--- src/rtl/rbv_map.vh ---
// Constants for the reset and boot vector selection block.
`ifndef RBV_MAP_VH
`define RBV_MAP_VH

// Boot marker and vectors.
`define RBV_SIG_PRESENT      8'hA5
`define RBV_RESET_VECTOR     16'h0000
`define RBV_SIG_BELOW_LOCK   16'h0001

// Reset cause bit positions.
`define RBV_CAUSE_POR        0
`define RBV_CAUSE_EXT        1
`define RBV_CAUSE_CMP        2
`define RBV_CAUSE_SW         3
`define RBV_CAUSE_SUPPLY     4
`define RBV_CAUSE_WDT        5
`define RBV_CAUSE_MCD        6
`define RBV_CAUSE_FLASH      7
`define RBV_CAUSE_W          8
`define RBV_CAUSE_RST        8'h01

// Synchronised input bit positions.
`define RBV_SYN_EXT          0
`define RBV_SYN_LOW          1
`define RBV_SYN_MON          2
`define RBV_SYN_CMP          3
`define RBV_SYN_MCD          4
`define RBV_SYN_W            5
`define RBV_SYN_RST          5'h1F

// Timing.
`define RBV_CLK_PERIOD_PS    25000
`define RBV_RST_HOLD_NS      1000
`define RBV_RST_HOLD_CYC     ((`RBV_RST_HOLD_NS * 1000 + `RBV_CLK_PERIOD_PS - 1) / `RBV_CLK_PERIOD_PS)
`define RBV_WDT_MAX_US       25000
// Scaled so the intermediate product stays inside 32-bit integer range.
`define RBV_WDT_MAX_CYC      ((`RBV_WDT_MAX_US * 1000) / (`RBV_CLK_PERIOD_PS / 1000))

`endif

--- src/rtl/rbv_sync.v ---
// Two-flop synchroniser bank for asynchronous reset request inputs.
`timescale 1ns/100ps
module rbv_sync #(
  parameter             WIDTH   = 5,
  parameter [WIDTH-1:0] RST_VAL = {WIDTH{1'b1}}
) (
  input  wire             ref_clk_i,
  input  wire             rst_n_i,
  input  wire [WIDTH-1:0] async_i,
  output wire [WIDTH-1:0] sync_o
);

  genvar g;
  generate
    for (g = 0; g < WIDTH; g = g + 1) begin : g_bit
      reg meta_r;
      reg sync_r;
      // Resetting to the asserted level keeps the core held until
      // real pin levels have propagated after power-up.
      always @(posedge ref_clk_i or negedge rst_n_i) begin
        if (!rst_n_i) begin
          meta_r <= RST_VAL[g];
          sync_r <= RST_VAL[g];
        end else begin
          meta_r <= async_i[g];
          sync_r <= meta_r;
        end
      end
      assign sync_o[g] = sync_r;
    end
  endgenerate

endmodule // rbv_sync

--- src/rtl/rbv_reset_boot.v ---
// Reset gathering, core hold and boot vector selection.
`timescale 1ns/100ps
`include "rbv_map.vh"

// Operation
// - Hold reset while supply low, reset pin low, or an enabled source asks.
// - Sources: power-on, pin, comparator, software, monitor, watchdog, clock, flash.
// - In reset, stop execution and force registers and pins to defaults.
// - On release reload the program counter to 0x0000 unless bootloader flagged.
// - The marker byte sits at the address just below the lock byte.
// - Bootloader counts as present only when the marker equals 0xA5.
// - Any other marker value means the bootloader is absent.
// - Bootloader present: start at bootloader vector after every reset.
// - Bootloader absent: start at 0x0000 after every reset.
// - Bootloader vector lies in the final code flash page, which may be erased.
// - Watchdog overflow resets; after reset watchdog runs at maximum timeout.
module rbv_reset_boot #(
  parameter integer LOCK_ADDR   = 65535,
  parameter integer PAGE_BYTES  = 512,
  parameter integer WDT_MAX_CYC = `RBV_WDT_MAX_CYC,
  parameter integer WDT_W       = 20,
  parameter integer RST_HOLD    = `RBV_RST_HOLD_CYC
) (
  input  wire        ref_clk_i,
  input  wire        rst_n_i,
  input  wire        ext_rst_n_i,
  input  wire        supply_low_i,
  input  wire        vdd_mon_trip_i,
  input  wire        vdd_mon_en_i,
  input  wire        cmp_out_i,
  input  wire        cmp_rst_en_i,
  input  wire        mcd_fault_i,
  input  wire        mcd_en_i,
  input  wire        sw_rst_req_i,
  input  wire        flash_err_i,
  input  wire        wdt_kick_i,
  input  wire        wdt_disable_i,
  input  wire        wdt_lock_i,
  input  wire        flash_rd_valid_i,
  input  wire [7:0]  flash_rd_data_i,
  output reg         core_hold_o,
  output reg         fetch_en_o,
  output reg         pc_load_o,
  output reg  [15:0] pc_vector_o,
  output reg         flash_rd_o,
  output reg  [15:0] flash_addr_o,
  output reg         boot_present_o,
  output reg  [7:0]  rst_cause_o,
  output reg         wdt_running_o
);

  localparam [2:0] ST_HOLD    = 3'h0;
  localparam [2:0] ST_STRETCH = 3'h1;
  localparam [2:0] ST_SIG_RD  = 3'h2;
  localparam [2:0] ST_VECTOR  = 3'h3;
  localparam [2:0] ST_RUN     = 3'h4;

  // The bootloader occupies the page that holds the lock byte.
  localparam [31:0] BOOT_VEC32 = LOCK_ADDR & ~(PAGE_BYTES - 1);
  localparam [31:0] SIG_ADDR32 = LOCK_ADDR - 1;
  localparam [31:0] WDT_LAST32 = WDT_MAX_CYC - 1;
  localparam [31:0] HOLD_LAST32 = RST_HOLD - 1;
  localparam integer HOLD_W    = 8;

  wire [`RBV_SYN_W-1:0] syn_in;
  wire [`RBV_SYN_W-1:0] syn;

  assign syn_in[`RBV_SYN_EXT] = ~ext_rst_n_i;
  assign syn_in[`RBV_SYN_LOW] = supply_low_i;
  assign syn_in[`RBV_SYN_MON] = vdd_mon_trip_i;
  assign syn_in[`RBV_SYN_CMP] = cmp_out_i;
  assign syn_in[`RBV_SYN_MCD] = mcd_fault_i;

  rbv_sync #(
    .WIDTH   (`RBV_SYN_W),
    .RST_VAL (`RBV_SYN_RST)
  ) u_sync (
    .ref_clk_i (ref_clk_i),
    .rst_n_i   (rst_n_i),
    .async_i   (syn_in),
    .sync_o    (syn)
  );

  reg [2:0]        state_r;
  reg [2:0]        state_nxt;
  reg [HOLD_W-1:0] hold_cnt_r;
  reg [WDT_W-1:0]  wdt_cnt_r;
  reg              wdt_en_r;
  reg              wdt_lock_r;
  reg              wdt_ovf;
  reg [7:0]        req_vec;
  wire             req_any;

  always @* begin
    wdt_ovf = wdt_en_r && (wdt_cnt_r == WDT_LAST32[WDT_W-1:0]);
  end

  // Reset request vector, one bit per cause.
  always @* begin
    req_vec = 8'h00;
    req_vec[`RBV_CAUSE_EXT]    = syn[`RBV_SYN_EXT];
    req_vec[`RBV_CAUSE_SUPPLY] = syn[`RBV_SYN_LOW] |
                                 (vdd_mon_en_i & syn[`RBV_SYN_MON]);
    req_vec[`RBV_CAUSE_CMP]    = cmp_rst_en_i & syn[`RBV_SYN_CMP];
    req_vec[`RBV_CAUSE_SW]     = sw_rst_req_i;
    req_vec[`RBV_CAUSE_WDT]    = (state_r == ST_RUN) & wdt_ovf;
    req_vec[`RBV_CAUSE_MCD]    = mcd_en_i & syn[`RBV_SYN_MCD];
    req_vec[`RBV_CAUSE_FLASH]  = flash_err_i;
  end

  assign req_any = |req_vec;

  // Sequencer: any request drops straight back to the hold state.
  always @* begin
    state_nxt = state_r;
    if (req_any) begin
      state_nxt = ST_HOLD;
    end else begin
      case (state_r)
        ST_HOLD: begin
          state_nxt = ST_STRETCH;
        end
        ST_STRETCH: begin
          if (hold_cnt_r == HOLD_LAST32[HOLD_W-1:0]) begin
            state_nxt = ST_SIG_RD;
          end
        end
        ST_SIG_RD: begin
          if (flash_rd_valid_i) begin
            state_nxt = ST_VECTOR;
          end
        end
        ST_VECTOR: begin
          state_nxt = ST_RUN;
        end
        ST_RUN: begin
          state_nxt = ST_RUN;
        end
        default: begin
          state_nxt = ST_HOLD;
        end
      endcase
    end
  end

  always @(posedge ref_clk_i or negedge rst_n_i) begin
    if (!rst_n_i) begin
      state_r    <= ST_HOLD;
      hold_cnt_r <= {HOLD_W{1'b0}};
    end else begin
      state_r <= state_nxt;
      if (state_r == ST_STRETCH && !req_any) begin
        hold_cnt_r <= hold_cnt_r + {{(HOLD_W-1){1'b0}}, 1'b1};
      end else begin
        hold_cnt_r <= {HOLD_W{1'b0}};
      end
    end
  end

  // The core, its registers and the pins stay forced until the vector is
  // loaded; releasing earlier would let a fetch race the marker read.
  always @(posedge ref_clk_i or negedge rst_n_i) begin
    if (!rst_n_i) begin
      core_hold_o <= 1'b1;
      fetch_en_o  <= 1'b0;
    end else begin
      core_hold_o <= (state_nxt != ST_RUN);
      fetch_en_o  <= (state_nxt == ST_RUN);
    end
  end

  // Marker read: one request, held until the flash answers.
  always @(posedge ref_clk_i or negedge rst_n_i) begin
    if (!rst_n_i) begin
      flash_rd_o   <= 1'b0;
      flash_addr_o <= 16'h0000;
    end else begin
      flash_rd_o   <= (state_nxt == ST_SIG_RD);
      flash_addr_o <= SIG_ADDR32[15:0];
    end
  end

  // Marker decision is taken once per boot and then frozen; an erased
  // page reads back as all ones and so counts as absent.
  always @(posedge ref_clk_i or negedge rst_n_i) begin
    if (!rst_n_i) begin
      boot_present_o <= 1'b0;
    end else if (state_r == ST_SIG_RD && flash_rd_valid_i && !req_any) begin
      boot_present_o <= (flash_rd_data_i == `RBV_SIG_PRESENT);
    end
  end

  always @(posedge ref_clk_i or negedge rst_n_i) begin
    if (!rst_n_i) begin
      pc_load_o   <= 1'b0;
      pc_vector_o <= `RBV_RESET_VECTOR;
    end else begin
      pc_load_o <= (state_r == ST_VECTOR) && !req_any;
      if (state_r == ST_VECTOR) begin
        if (boot_present_o) begin
          pc_vector_o <= BOOT_VEC32[15:0];
        end else begin
          pc_vector_o <= `RBV_RESET_VECTOR;
        end
      end
    end
  end

  // Cause record: a new reset from the running state replaces the record,
  // further causes during the same reset accumulate.
  always @(posedge ref_clk_i or negedge rst_n_i) begin
    if (!rst_n_i) begin
      rst_cause_o <= `RBV_CAUSE_RST;
    end else if (req_any) begin
      if (state_r == ST_RUN) begin
        rst_cause_o <= req_vec;
      end else begin
        rst_cause_o <= rst_cause_o | req_vec;
      end
    end
  end

  // Watchdog: re-armed at the longest interval by every reset.
  always @(posedge ref_clk_i or negedge rst_n_i) begin
    if (!rst_n_i) begin
      wdt_en_r   <= 1'b1;
      wdt_lock_r <= 1'b0;
      wdt_cnt_r  <= {WDT_W{1'b0}};
    end else if (state_r != ST_RUN) begin
      wdt_en_r   <= 1'b1;
      wdt_lock_r <= 1'b0;
      wdt_cnt_r  <= {WDT_W{1'b0}};
    end else begin
      if (wdt_lock_i) begin
        wdt_lock_r <= 1'b1;
      end
      if (wdt_disable_i && !wdt_lock_r && !wdt_lock_i) begin
        wdt_en_r <= 1'b0;
      end
      if (wdt_kick_i || !wdt_en_r || wdt_ovf) begin
        wdt_cnt_r <= {WDT_W{1'b0}};
      end else begin
        wdt_cnt_r <= wdt_cnt_r + {{(WDT_W-1){1'b0}}, 1'b1};
      end
    end
  end

  always @(posedge ref_clk_i or negedge rst_n_i) begin
    if (!rst_n_i) begin
      wdt_running_o <= 1'b1;
    end else begin
      wdt_running_o <= (state_nxt != ST_RUN) ||
                       (wdt_en_r && !(wdt_disable_i && !wdt_lock_r &&
                                      !wdt_lock_i));
    end
  end

endmodule // rbv_reset_boot

--- config.mk ---
export PLATFORM = sky130hd
export DESIGN_NAME = rbv_reset_boot
export DESIGN_NICKNAME = d
export VERILOG_FILES = /design/src/rtl/rbv_sync.v /design/src/rtl/rbv_reset_boot.v
export VERILOG_INCLUDE_DIRS = /design/src /design/src/rtl
export SDC_FILE = /design/constraint.sdc
export NUM_CORES = 1
export LEC_CHECK = 0
export BUFFER_PORTS_ARGS = -buffer_cell sky130_fd_sc_hd__buf_2
export CELL_PAD_IN_SITES_DETAIL_PLACEMENT = 1
export CELL_PAD_IN_SITES_GLOBAL_PLACEMENT = 1
export CORE_ASPECT_RATIO = 0.6
export CORE_MARGIN = 2
export CORE_UTILIZATION = 30
export DETAILED_ROUTE_END_ITERATION = 10
export PLACE_DENSITY = 0.72
export SLEW_MARGIN = 10
export SYNTH_ARGS = -nofsm -noshare
export SYNTH_HDL_FRONTEND = slang
export SYNTH_HIERARCHICAL = 1
export SYNTH_SLANG_ARGS = --single-unit
--- constraint.sdc ---
create_clock -name ref_clk_i -period 3.4 [get_ports ref_clk_i]
set_input_delay 0 -clock ref_clk_i [delete_from_list [all_inputs] [get_ports ref_clk_i]]
set_output_delay 0 -clock ref_clk_i [all_outputs]
set_load 0.02 [all_outputs]
==> summary.txt, run 1 <==
Run status
  – Status: finished, final reports clean

GRT
  – Initial antenna violation count: 0
  – Global-route wire length before repair: 10500 um
  – GRT Util Overall: 13.8%
  – Congestion Overflow GR: 0
  – Number of global-route vias before repair: 2090
  – Pin count of the biggest net entering global routing: 32

Placement
  – Post-DP HPWL: 4520 um
  – I/O Buffers: 59
  – Placed Cells: 413
  – Dpl cell area: 2960 um2
  – DP Worst Slack: 0.928 ns
  – Final GP Congestion: 0.727

CTS
  – Root Driver: clkbuf_16
  – # clock sinks: 59
  – Clk slew on worst S/H paths: 0.05 ns
  – Clk_lat worst skew: 0.33 ns
  – Max clock buf depth: 2
  – H-tree levels: 3
  – CTS tree: yes
  – Num CTS Buffers: 9

STA
  – Fmax: 409 MHz
  – Setup ws final: 0.955 ns
  – Final setup violation count: 0
  – Rel. slew slack: 37.9%
  – Final Cycle Share: 71.9%
  – Number of hold violations in the final report: 0
  – Worst-margin pin slew: 0.931 ns
  – Final setup TNS: 0 ns
  – Unrepaired setup endpoints after global routing: false
  – Pins over their slew limit: 0
  – Period minus WS final: 2.45 ns
  – Setup Skew: 0.00512 ns

Run
  – Maxcap violations: 0

Drt
  – Via count: 2086
  – Initial DRT Pass Iterations: 6
  – # DRC: 0
  – DRT antenna net count: 0
  – Initial drt markers: 96
  – Wire length per cell: 14.4 um
  – Detailed Route WL: 6410 um
  – Vias per cell: 4.69

Floorplan
  – Die H: 78.4 um
  – Rows: 27
  – Core Area: 9050 um2
  – Initial Utilization: 30.5%
  – IO Count: 70
  – DIE WIDTH: 128 um
  – Die area: 10000 um2

Pwr
  – LEAKAGE: 0.00145 uW
  – PD cells: 481 nW/um2
  – Worst IR Drop VDD: 0.000260 V

Synthesis
  – Combinational family with the most area after synthesis: simple AND/OR/NAND/NOR gates
  – Synth Area in Simple Gates: 18.5%
  – EDFF count, synth: 0
  – Post-synthesis sequential area ratio: 54.0%
  – Yosys top cell by area: dfrtp_1
  – Xor and xnor area share after synthesis: 5.70%
  – Post-synth top area share: 40.7%
  – Yosys cell types: 44
  – Async SR Flop Fraction: 100%
  – FF+latch count, synth: 59
  – Synth area leaders: dfrtp_1, dfstp_2, buf_4, nor2_1, xor2_1
  – Synth Warn #: 6
  – Mapped Avg Cell Area: 10.4 um2
  – Cells after Synth: 267
  – Synth Area in Adders: 0.905%
  – Synth Area in Compound Gates: 8.78%
  – Main synth FF type: dfrtp_1
  – Multiplexer area fraction after synthesis: 0.362%
  – Mapped Area: 2770 um2

Critical path
  – Startpoint types: flip-flop
  – Worst R2R Setup Slack: 0.95 ns
  – Critical path class: reg -> reg
  – CP Data Arrival Time: 2.62 ns
  – Reg-to-reg startpoint: wdt_cnt_r[6]
  – Worst path required time: 3.57 ns
  – FF-to-FF End: wdt_cnt_r[7]
  – CP endpoint kind: flip-flop
  – Critical-path maximum fanout: 20
  – Worst R2R Path Depth: 4

Final layout
  – Most common cell after layout, fill and taps aside: buf_2
  – Fraction of layout cells with a size suffix above 1: 27.7%
  – Non-filler cells, final: 445
  – Fin nets: 350
  – Antenna diode count: 0
  – Most frequent cells in the layout: buf_2, dfrtp_1, nor2_1
  – Area delta synth->final: 22.6%
  – Finished Cell Area: 3390 um2

Worst hold path
  – Hold path cells: 4
  – Worst hold path class: in -> reg
  – Hold Crit Start: vdd_mon_en_i
  – Min-Delay Endpoint: rst_cause_o[4]
## flip-flops by register name (all words and copies together), names as in the netlist, named ones only
register,cells
state_r,3
pc_load_o,1
u_sync/g_bit.meta_r,5
wdt_running_o,1
wdt_lock_r,1
flash_addr_o,1
core_hold_o,1
flash_rd_o,1
boot_present_o,1
wdt_cnt_r,20
wdt_en_r,1
pc_vector_o,1
rst_cause_o,7
u_sync/g_bit.sync_r,5
hold_cnt_r,8
fetch_en_o,1
## per-stage QoR
stage,utilization [%],hold WS (ns),power [uW]
after floorplan,-,-0.296,786
after global placement,32.7,0.0728,802
after detailed placement,32.7,0.0911,804
after CTS,37.5,0.0497,1660
after global routing,37.5,0.0870,1710
final,37.5,0.0553,1630
## how the worst max path moves through the flow
stage | depth (start not counted) | slack (ns) | to | startpoint
global route | 4 | 0.78 | wdt_cnt_r[12] | wdt_cnt_r[6]
detailed placement | 4 | 0.93 | wdt_cnt_r[3] | wdt_cnt_r[6]
CTS | 4 | 0.93 | wdt_cnt_r[3] | wdt_cnt_r[6]
global placement | 4 | 1.01 | wdt_cnt_r[7] | wdt_cnt_r[6]
floorplan | 5 | 1.52 | wdt_cnt_r[17] | wdt_cnt_r[6]
finish | 4 | 0.95 | wdt_cnt_r[7] | wdt_cnt_r[6]
## synthesized netlist by cell type (all sizes together), types with 3 or more instances
cell type  number
a21oi          12
and2            3
and4            3
buf            38
dfrtp          45
dfstp          14
inv             5
nand2          22
nand3          10
nand4           5
nor2           30
nor3            4
o21ai          15
o31ai           3
or3             5
or4             4
xnor2           6
xor2           12
## layer usage
metal / vias up / GRT usage [%] / share of wire, %
met5: - / 0 / 0
met4: 0 / 4.62 / 0.83
met3: 8 / 5.66 / 6.7
met2: 72 / 20.9 / 43
met1: 1023 / 18.0 / 50
li1: 983 / - / -
## cells by family after synthesis
kind of cell / Yosys count
AND/OR/NAND/NOR: 100
adder cells (fa/ha/maj): 2
AO/OA/AOI/OAI: 40
other: 2
buffers and inverters: 45
flip-flops: 59
multiplexers: 1
XOR/XNOR: 18
## area by class of cell
class,instances,area (um2)
Clock buffer,14,264
Clock inverter,2,10.0
Fill cell,1038,5660
Inverter,5,18.8
Multi-Input combinational cell,172,988
Sequential cell,59,1490
Tap cell,116,145
Timing Repair Buffer,77,470
## report_power, final
part	leakage, uW	switching (uW)	internal (uW)
clock network	0.000137	298	530
registers	0.000733	4.56	716
logic	0.000581	52.7	31.7
total	0.00145	355	1280
## critical path: stages (launching register included)
cell       delay (ns)
dfrtp_1          0.42
or4b_1           0.52
or4_4            0.46
o2111ai_2        0.76
nor2_1           0.13
## timing repair
action	4_1_cts	5_1_grt
buffers inserted	0	0
hold buffers	16	0
endpoints found under the setup margin	0	0
resized for setup	0	0
hold endpoints to repair	31	0
Power figures use the tool's default switching activity.
==> run 2: changes to the inputs <==
Clock period 3.4 ns to 2.4 ns, I/O delays scaled along.
==> summary.txt, run 2 (synthesis results as in run 1) <==
Run status
  – Status: finished, final reports clean

CTS
  – Clk_lat worst skew: 0.33 ns (about the same)
  – Post-CTS sizing: 0 (unchanged)
  – Clk slew on worst S/H paths: 0.05 ns (about the same)
  – H-tree levels: 3 (unchanged)
  – Num CTS Buffers: 9 (unchanged)
  – Max clock buf depth: 2 (unchanged)
  – Number of setup buffers added after CTS: 0 (unchanged)
  – Root Driver: clkbuf_16
  – CTS tree: yes
  – # clock sinks: 59 (unchanged)

Critical path
  – Critical path class: reg -> reg
  – Startpoint types: flip-flop
  – Worst path required time: 2.61 ns (-0.96 ns)
  – CP Data Arrival Time: 2.29 ns (-0.33 ns)
  – Worst path max stage delay: 0.53 ns (-0.23 ns)
  – Critical-path maximum fanout: 20 (unchanged)
  – Slowest cell on the critical path: or4b_1
  – Worst path bufs/invs: 1 (+1)
  – CP Cell Sequence: or4b_1 -> or4_4 -> o2111ai_2 -> buf_4 -> nor2_1
  – CP endpoint kind: flip-flop
  – Kind of cell with the highest combined delay on the critical path: simple AND/OR/NAND/NOR gates

Final layout
  – Largest Register: wdt_cnt_r
  – Max FFs per register: 20 (unchanged)
  – Multi-input gate area: 988 um2 (unchanged)
  – Fin nets: 352 (+0.57%)
  – Non-filler cells, final: 447 (+0.45%)
  – Most common cell after layout, fill and taps aside: buf_2
  – Most frequent cells in the layout: buf_2, dfrtp_1, nor2_1
  – FF/Latch Area: 1490 um2 (unchanged)
  – Fraction of layout cells with a size suffix above 1: 29.0% (+1.3 points)
  – Largest regs: wdt_cnt_r: 20 flops, hold_cnt_r: 8 flops, rst_cause_o: 7 flops
  – Area delta synth->final: 24.6%
  – FILL cells: 1029 (-0.87%)
  – Antenna diode count: 0 (unchanged)

Floorplan
  – Initial Utilization: 30.5% (unchanged)
  – DIE WIDTH: 128 um (unchanged)
  – Rows: 27 (unchanged)
  – IO Count: 70 (unchanged)
  – Die area: 10000 um2 (unchanged)
  – Die H: 78.4 um (unchanged)
  – Core Area: 9050 um2 (unchanged)

STA
  – Unrepaired setup endpoints after global routing: false
  – Worst hold slack: 0.0138 ns (-0.0415 ns)
  – Setup Skew: 0.00688 ns (+0.00176 ns)
  – Final setup violation count: 0 (unchanged)
  – Final Cycle Share: 86.6% (+15 points)
  – Pins over their slew limit: 0 (unchanged)
  – Fmax: 481 MHz (+18%)
  – Number of hold violations in the final report: 0 (unchanged)
  – Period minus WS final: 2.08 ns (-0.366 ns)
  – Final setup TNS: 0 ns (unchanged)

Drt
  – DRT antenna net count: 0 (unchanged)
  – # DRC: 0 (unchanged)
  – Vias per cell: 4.65 (-0.83%)
  – Wire length per cell: 13.9 um (-3.5%)
  – Via count: 2078 (-0.38%)
  – Initial drt markers: 81 (-16%)
  – Detailed Route WL: 6210 um (-3.0%)
  – Initial DRT Pass Iterations: 4 (-2)

Placement
  – Placed Cells: 416 (+0.73%)
  – Final GP Congestion: 0.723 (-0.50%)
  – I/O Buffers: 59 (unchanged)
  – Post-DP HPWL: 4470 um (-1.2%)

Worst hold path
  – Worst hold path class: in -> reg

GRT
  – Pin count of the biggest net entering global routing: 27 (-16%)
  – Initial antenna violation count: 0 (unchanged)
  – GRT Util Overall: 13.4% (-0.44 points)
  – Global-route wire length before repair: 10100 um (-3.1%)
  – Number of global-route vias before repair: 2046 (-2.1%)
  – Congestion Overflow GR: 0 (unchanged)

Pwr
  – Overall power: 2450 uW (+50%)
  – LEAKAGE: 0.00147 uW (+1.5%)
  – PD cells: 711 nW/um2 (+48%)
  – Worst IR Drop VDD: 0.000308 V (+18%)

Run
  – Maxcap violations: 0 (unchanged)
-- run 2: cell types whose count changed in the layout (fill, tap and decap cells not counted), sizes merged --
cell and delta:
clkinvlp +2, clkbuf -1, clkinv -2, bufinv +1, dlygate4sd3 -1, buf +3
-- run 2: worst register-to-register path: stages, from the launching register on --
cell and delay [ns]:
dfrtp_1 0.42, or4b_1 0.53, or4_4 0.47, o2111ai_2 0.18
buf_4 0.28, nor2_1 0.09
-- run 2: report_power, final --
group | leakage, uW | internal, uW | total [uW] | switching [uW]
Sequential | 0.000733 | 1010 | 1020 | 6.30
Combinational | 0.000591 | 45.3 | 119 | 73.8
Clock | 0.000148 | 886 | 1310 | 423
-- run 2: final cells by class --
cell class                      instances  share of cell area (%)
Clock buffer                           13                    7.85
Clock inverter                          3                    1.31
Inverter                                5                   0.545
Multi-Input combinational cell        172                    28.7
Sequential cell                        59                    43.4
Tap cell                              116                    4.21
Timing Repair Buffer                   79                    14.0
-- run 2: worst paths after layout --
path	from	end	slack (ns)	cells past startpoint
setup / recovery	wdt_cnt_r[6]	wdt_cnt_r[11]	0.32	5
hold / removal	flash_rd_valid_i	flash_rd_o	0.01	3
setup reg to reg	wdt_cnt_r[6]	wdt_cnt_r[11]	0.32	5
hold reg to reg	u_sync/g_bit[1].meta_r	u_sync/g_bit[1].sync_r	0.35	0
max in group asynchronous	rst_n_i	core_hold_o	1.71	3
min in group asynchronous	rst_n_i	flash_rd_o	0.06	2
-- run 2: per-stage QoR --
step	utilization [%]	setup slack, ns	area, um2
floorplan	-	0.520	2800
global placement	32.9	0.388	2980
detailed placement	32.9	0.336	2980
CTS	38.0	0.308	3440
global route	38.0	0.190	3440
finish	38.0	0.321	3440
-- run 2: repair_timing --
action / in CTS / in global routing
endpoints found under the setup margin: 0 / 0
hold buffers: 15 / 0
hold endpoints to repair: 58 / 0
-- run 2: metal layers --
metal | vias to the layer above | global-route usage (%) | wire, um
li1 | 986 | - | -
met1 | 1016 | 17.9 | 3040
met2 | 71 | 19.8 | 2670
met3 | 5 | 6.41 | 460
met4 | 0 | 2.64 | 43
met5 | - | 0 | 0
==> run 3: changes to the inputs <==
Settings changed: BUFFER_PORTS_ARGS -buffer_cell sky130_fd_sc_hd__buf_2 to unset, DONT_BUFFER_PORTS set to 1, GPL_TIMING_DRIVEN set to 0, HOLD_SLACK_MARGIN set to 0.12, PLACE_DENSITY 0.72 to 0.63.
==> summary.txt, run 3 (synthesis results as in run 1) <==
Drt
  – Detailed Route WL: 6420 um (+3.3%)
  – Initial DRT Pass Iterations: 4 (unchanged)
  – Wire length per cell: 15.0 um (+7.9%)
  – Vias per cell: 4.67 (+0.52%)
  – # DRC: 0 (unchanged)
  – Via count: 2000 (-3.8%)
  – DRT antenna net count: 0 (unchanged)
  – Initial drt markers: 74 (-8.6%)

Pwr
  – Sequential power share: 42.4% (+0.7 points)
  – Switch Pwr: 510 uW (+1.3%)
  – Gate power share: 5.4% (+0.5 points)
  – Internal Power: 1900 uW (-2.3%)
  – LEAKAGE: 0.00143 uW (-2.5%)
  – Worst IR Drop VDD: 0.000330 V (+7.3%)
  – Share of power burned in the clock network: 52.1% (-1.4 points)
  – PD cells: 699 nW/um2 (-1.8%)
  – Sw Ratio: 21.1% (+0.59 points)

CTS
  – CTS tree: yes
  – Root Driver: clkbuf_16
  – H-tree levels: 3 (unchanged)
  – Clk_lat worst skew: 0.33 ns (about the same)
  – # clock sinks: 59 (unchanged)
  – Clk slew on worst S/H paths: 0.05 ns (about the same)
  – Max clock buf depth: 2 (unchanged)
  – Number of setup buffers added after CTS: 0 (unchanged)
  – Num CTS Buffers: 9 (unchanged)

Floorplan
  – Initial Utilization: 30.5% (unchanged)
  – Die H: 78.4 um (unchanged)
  – Die area: 10000 um2 (unchanged)
  – Rows: 27 (unchanged)
  – Core Area: 9050 um2 (unchanged)
  – DIE WIDTH: 128 um (unchanged)
  – IO Count: 70 (unchanged)

Critical path
  – CP Cell Sequence: or4b_1 -> or4_4 -> nor2_1 -> o21ai_0
  – Worst path required time: 2.59 ns (-0.02 ns)
  – Slowest cell on the critical path: or4b_1
  – Worst R2R Path Depth: 4 (-1)
  – CP Data Arrival Time: 2.25 ns (-0.04 ns)
  – Worst path max stage delay: 0.53 ns (about the same)
  – Worst R2R Setup Slack: 0.33 ns (about the same)
  – CP endpoint kind: flip-flop
  – Critical path class: reg -> reg
  – Startpoint types: flip-flop
  – Critical-path maximum fanout: 6 (-70%)

Run
  – Maxcap violations: 0 (unchanged)

Placement
  – Final GP Congestion: 0.734 (+1.5%)
  – Placed Cells: 392 (-5.8%)
  – Post-DP HPWL: 4220 um (-5.5%)
  – I/O Buffers: 0 (-100%)

STA
  – Period minus WS final: 2.07 ns (-0.0118 ns)
  – Number of hold violations in the final report: 0 (unchanged)
  – Pins over their slew limit: 0 (unchanged)
  – Fmax: 484 MHz (+0.57%)
  – Final setup TNS: 0 ns (unchanged)
  – Unrepaired setup endpoints after global routing: false
  – Final Cycle Share: 86.1% (-0.49 points)
  – Rel. slew slack: 63.1%
  – Setup Skew: 0.00643 ns (-0.000449 ns)
  – Worst-margin pin slew: 0.554 ns
  – Final setup violation count: 0 (unchanged)

GRT
  – Pin count of the biggest net entering global routing: 60 (+120%)
  – Initial antenna violation count: 0 (unchanged)
  – Global-route wire length before repair: 10400 um (+2.4%)
  – Number of global-route vias before repair: 1927 (-5.8%)
  – GRT Util Overall: 14.1% (+0.77 points)
  – Congestion Overflow GR: 0 (unchanged)

Final layout
  – Largest Register: wdt_cnt_r
  – Largest regs: wdt_cnt_r: 20 flops, hold_cnt_r: 8 flops, rst_cause_o: 7 flops
  – FILL cells: 1021 (-0.78%)
  – Max FFs per register: 20 (unchanged)
  – Fin nets: 333 (-5.4%)
  – Antenna diode count: 0 (unchanged)
  – Fraction of layout cells with a size suffix above 1: 22.1% (-6.9 points)
  – Most frequent cells in the layout: dfrtp_1, buf_4, nor2_1
  – Area delta synth->final: 24.8%
  – Most common cell after layout, fill and taps aside: dfrtp_1
  – Non-filler cells, final: 428 (-4.3%)

Worst hold path
  – Worst hold path class: in -> reg
  – Hold path cells: 4 (+1)

Run status
  – Status: finished, final reports clean
-- run 3: cell types whose count changed in the layout (fill, tap and decap cells not counted), sizes merged --
cell,previous run,this run
clkinv,0,2
clkinvlp,2,0
buf,64,39
dlygate4sd3,15,19
clkbuf,13,15
-- run 3: power by group through the flow --
stage / clock (uW) / sequential [uW] / combinational, uW
floorplan: 0 / 1040 / 76.6
CTS: 1300 / 1020 / 132
global placement: 0 / 1040 / 81.1
detailed placement: 0 / 1040 / 81.6
global route: 1350 / 1020 / 142
finish: 1260 / 1020 / 131
-- run 3: final cells by class --
cell class | count | area [um2] | share of cell area [%]
flip-flops and latches | 59 | 1490 | 43.3
multi-input cells | 172 | 988 | 28.6
plain buffers | 40 | 298 | 8.63
clock buffers | 13 | 250 | 7.25
repair buffers | 20 | 218 | 6.31
well taps | 116 | 145 | 4.20
clock inverters | 3 | 40.0 | 1.16
inverters | 5 | 18.8 | 0.544
-- run 3: routing by layer --
layer	GRT usage (%)	part of all wire [%]	vias up	wire length, um
met1	19.6	51	981	3280
met2	18.9	41	56	2600
met3	6.27	6.4	9	411
li1	-	-	954	-
met5	0	0	-	0
met4	5.93	1.9	0	123
-- run 3: timing repair --
item | 4_1_cts | 5_1_grt
hold buffers | 20 | 0
resized for setup | 0 | 0
hold endpoints to repair | 95 | 0
-- run 3: per-stage QoR --
| step | hold WS (ns) | total power (uW) | area, um2 | worst slack [ns] | util, % |
|---|---|---|---|---|---|
| after floorplan | -0.296 | 1110 | 2800 | 0.520 | - |
| after global placement | -0.294 | 1120 | 2940 | 0.336 | 32.5 |
| after detailed placement | -0.294 | 1120 | 2940 | 0.346 | 32.5 |
| after CTS | 0.170 | 2450 | 3450 | 0.318 | 38.1 |
| after global routing | 0.195 | 2520 | 3450 | 0.196 | 38.1 |
| final | 0.164 | 2410 | 3450 | 0.333 | 38.1 |
-- run 3: worst paths after layout --
kind,from,to
min in group asynchronous,rst_n_i,hold_cnt_r[6]
hold / removal,sw_rst_req_i,hold_cnt_r[5]
max in group asynchronous,rst_n_i,u_sync/g_bit[3].meta_r
hold reg to reg,u_sync/g_bit[0].meta_r,u_sync/g_bit[0].sync_r
setup reg to reg,wdt_cnt_r[6],rst_cause_o[6]
setup / recovery,wdt_cnt_r[6],rst_cause_o[6]
-- run 3: worst max-delay path: cells and delay by family (launching register included) --
family           cells  cell delay, ns
AND/OR/NAND/NOR      3            1.32
flip-flops           1            0.42
AO/OA/AOI/OAI        1            0.18
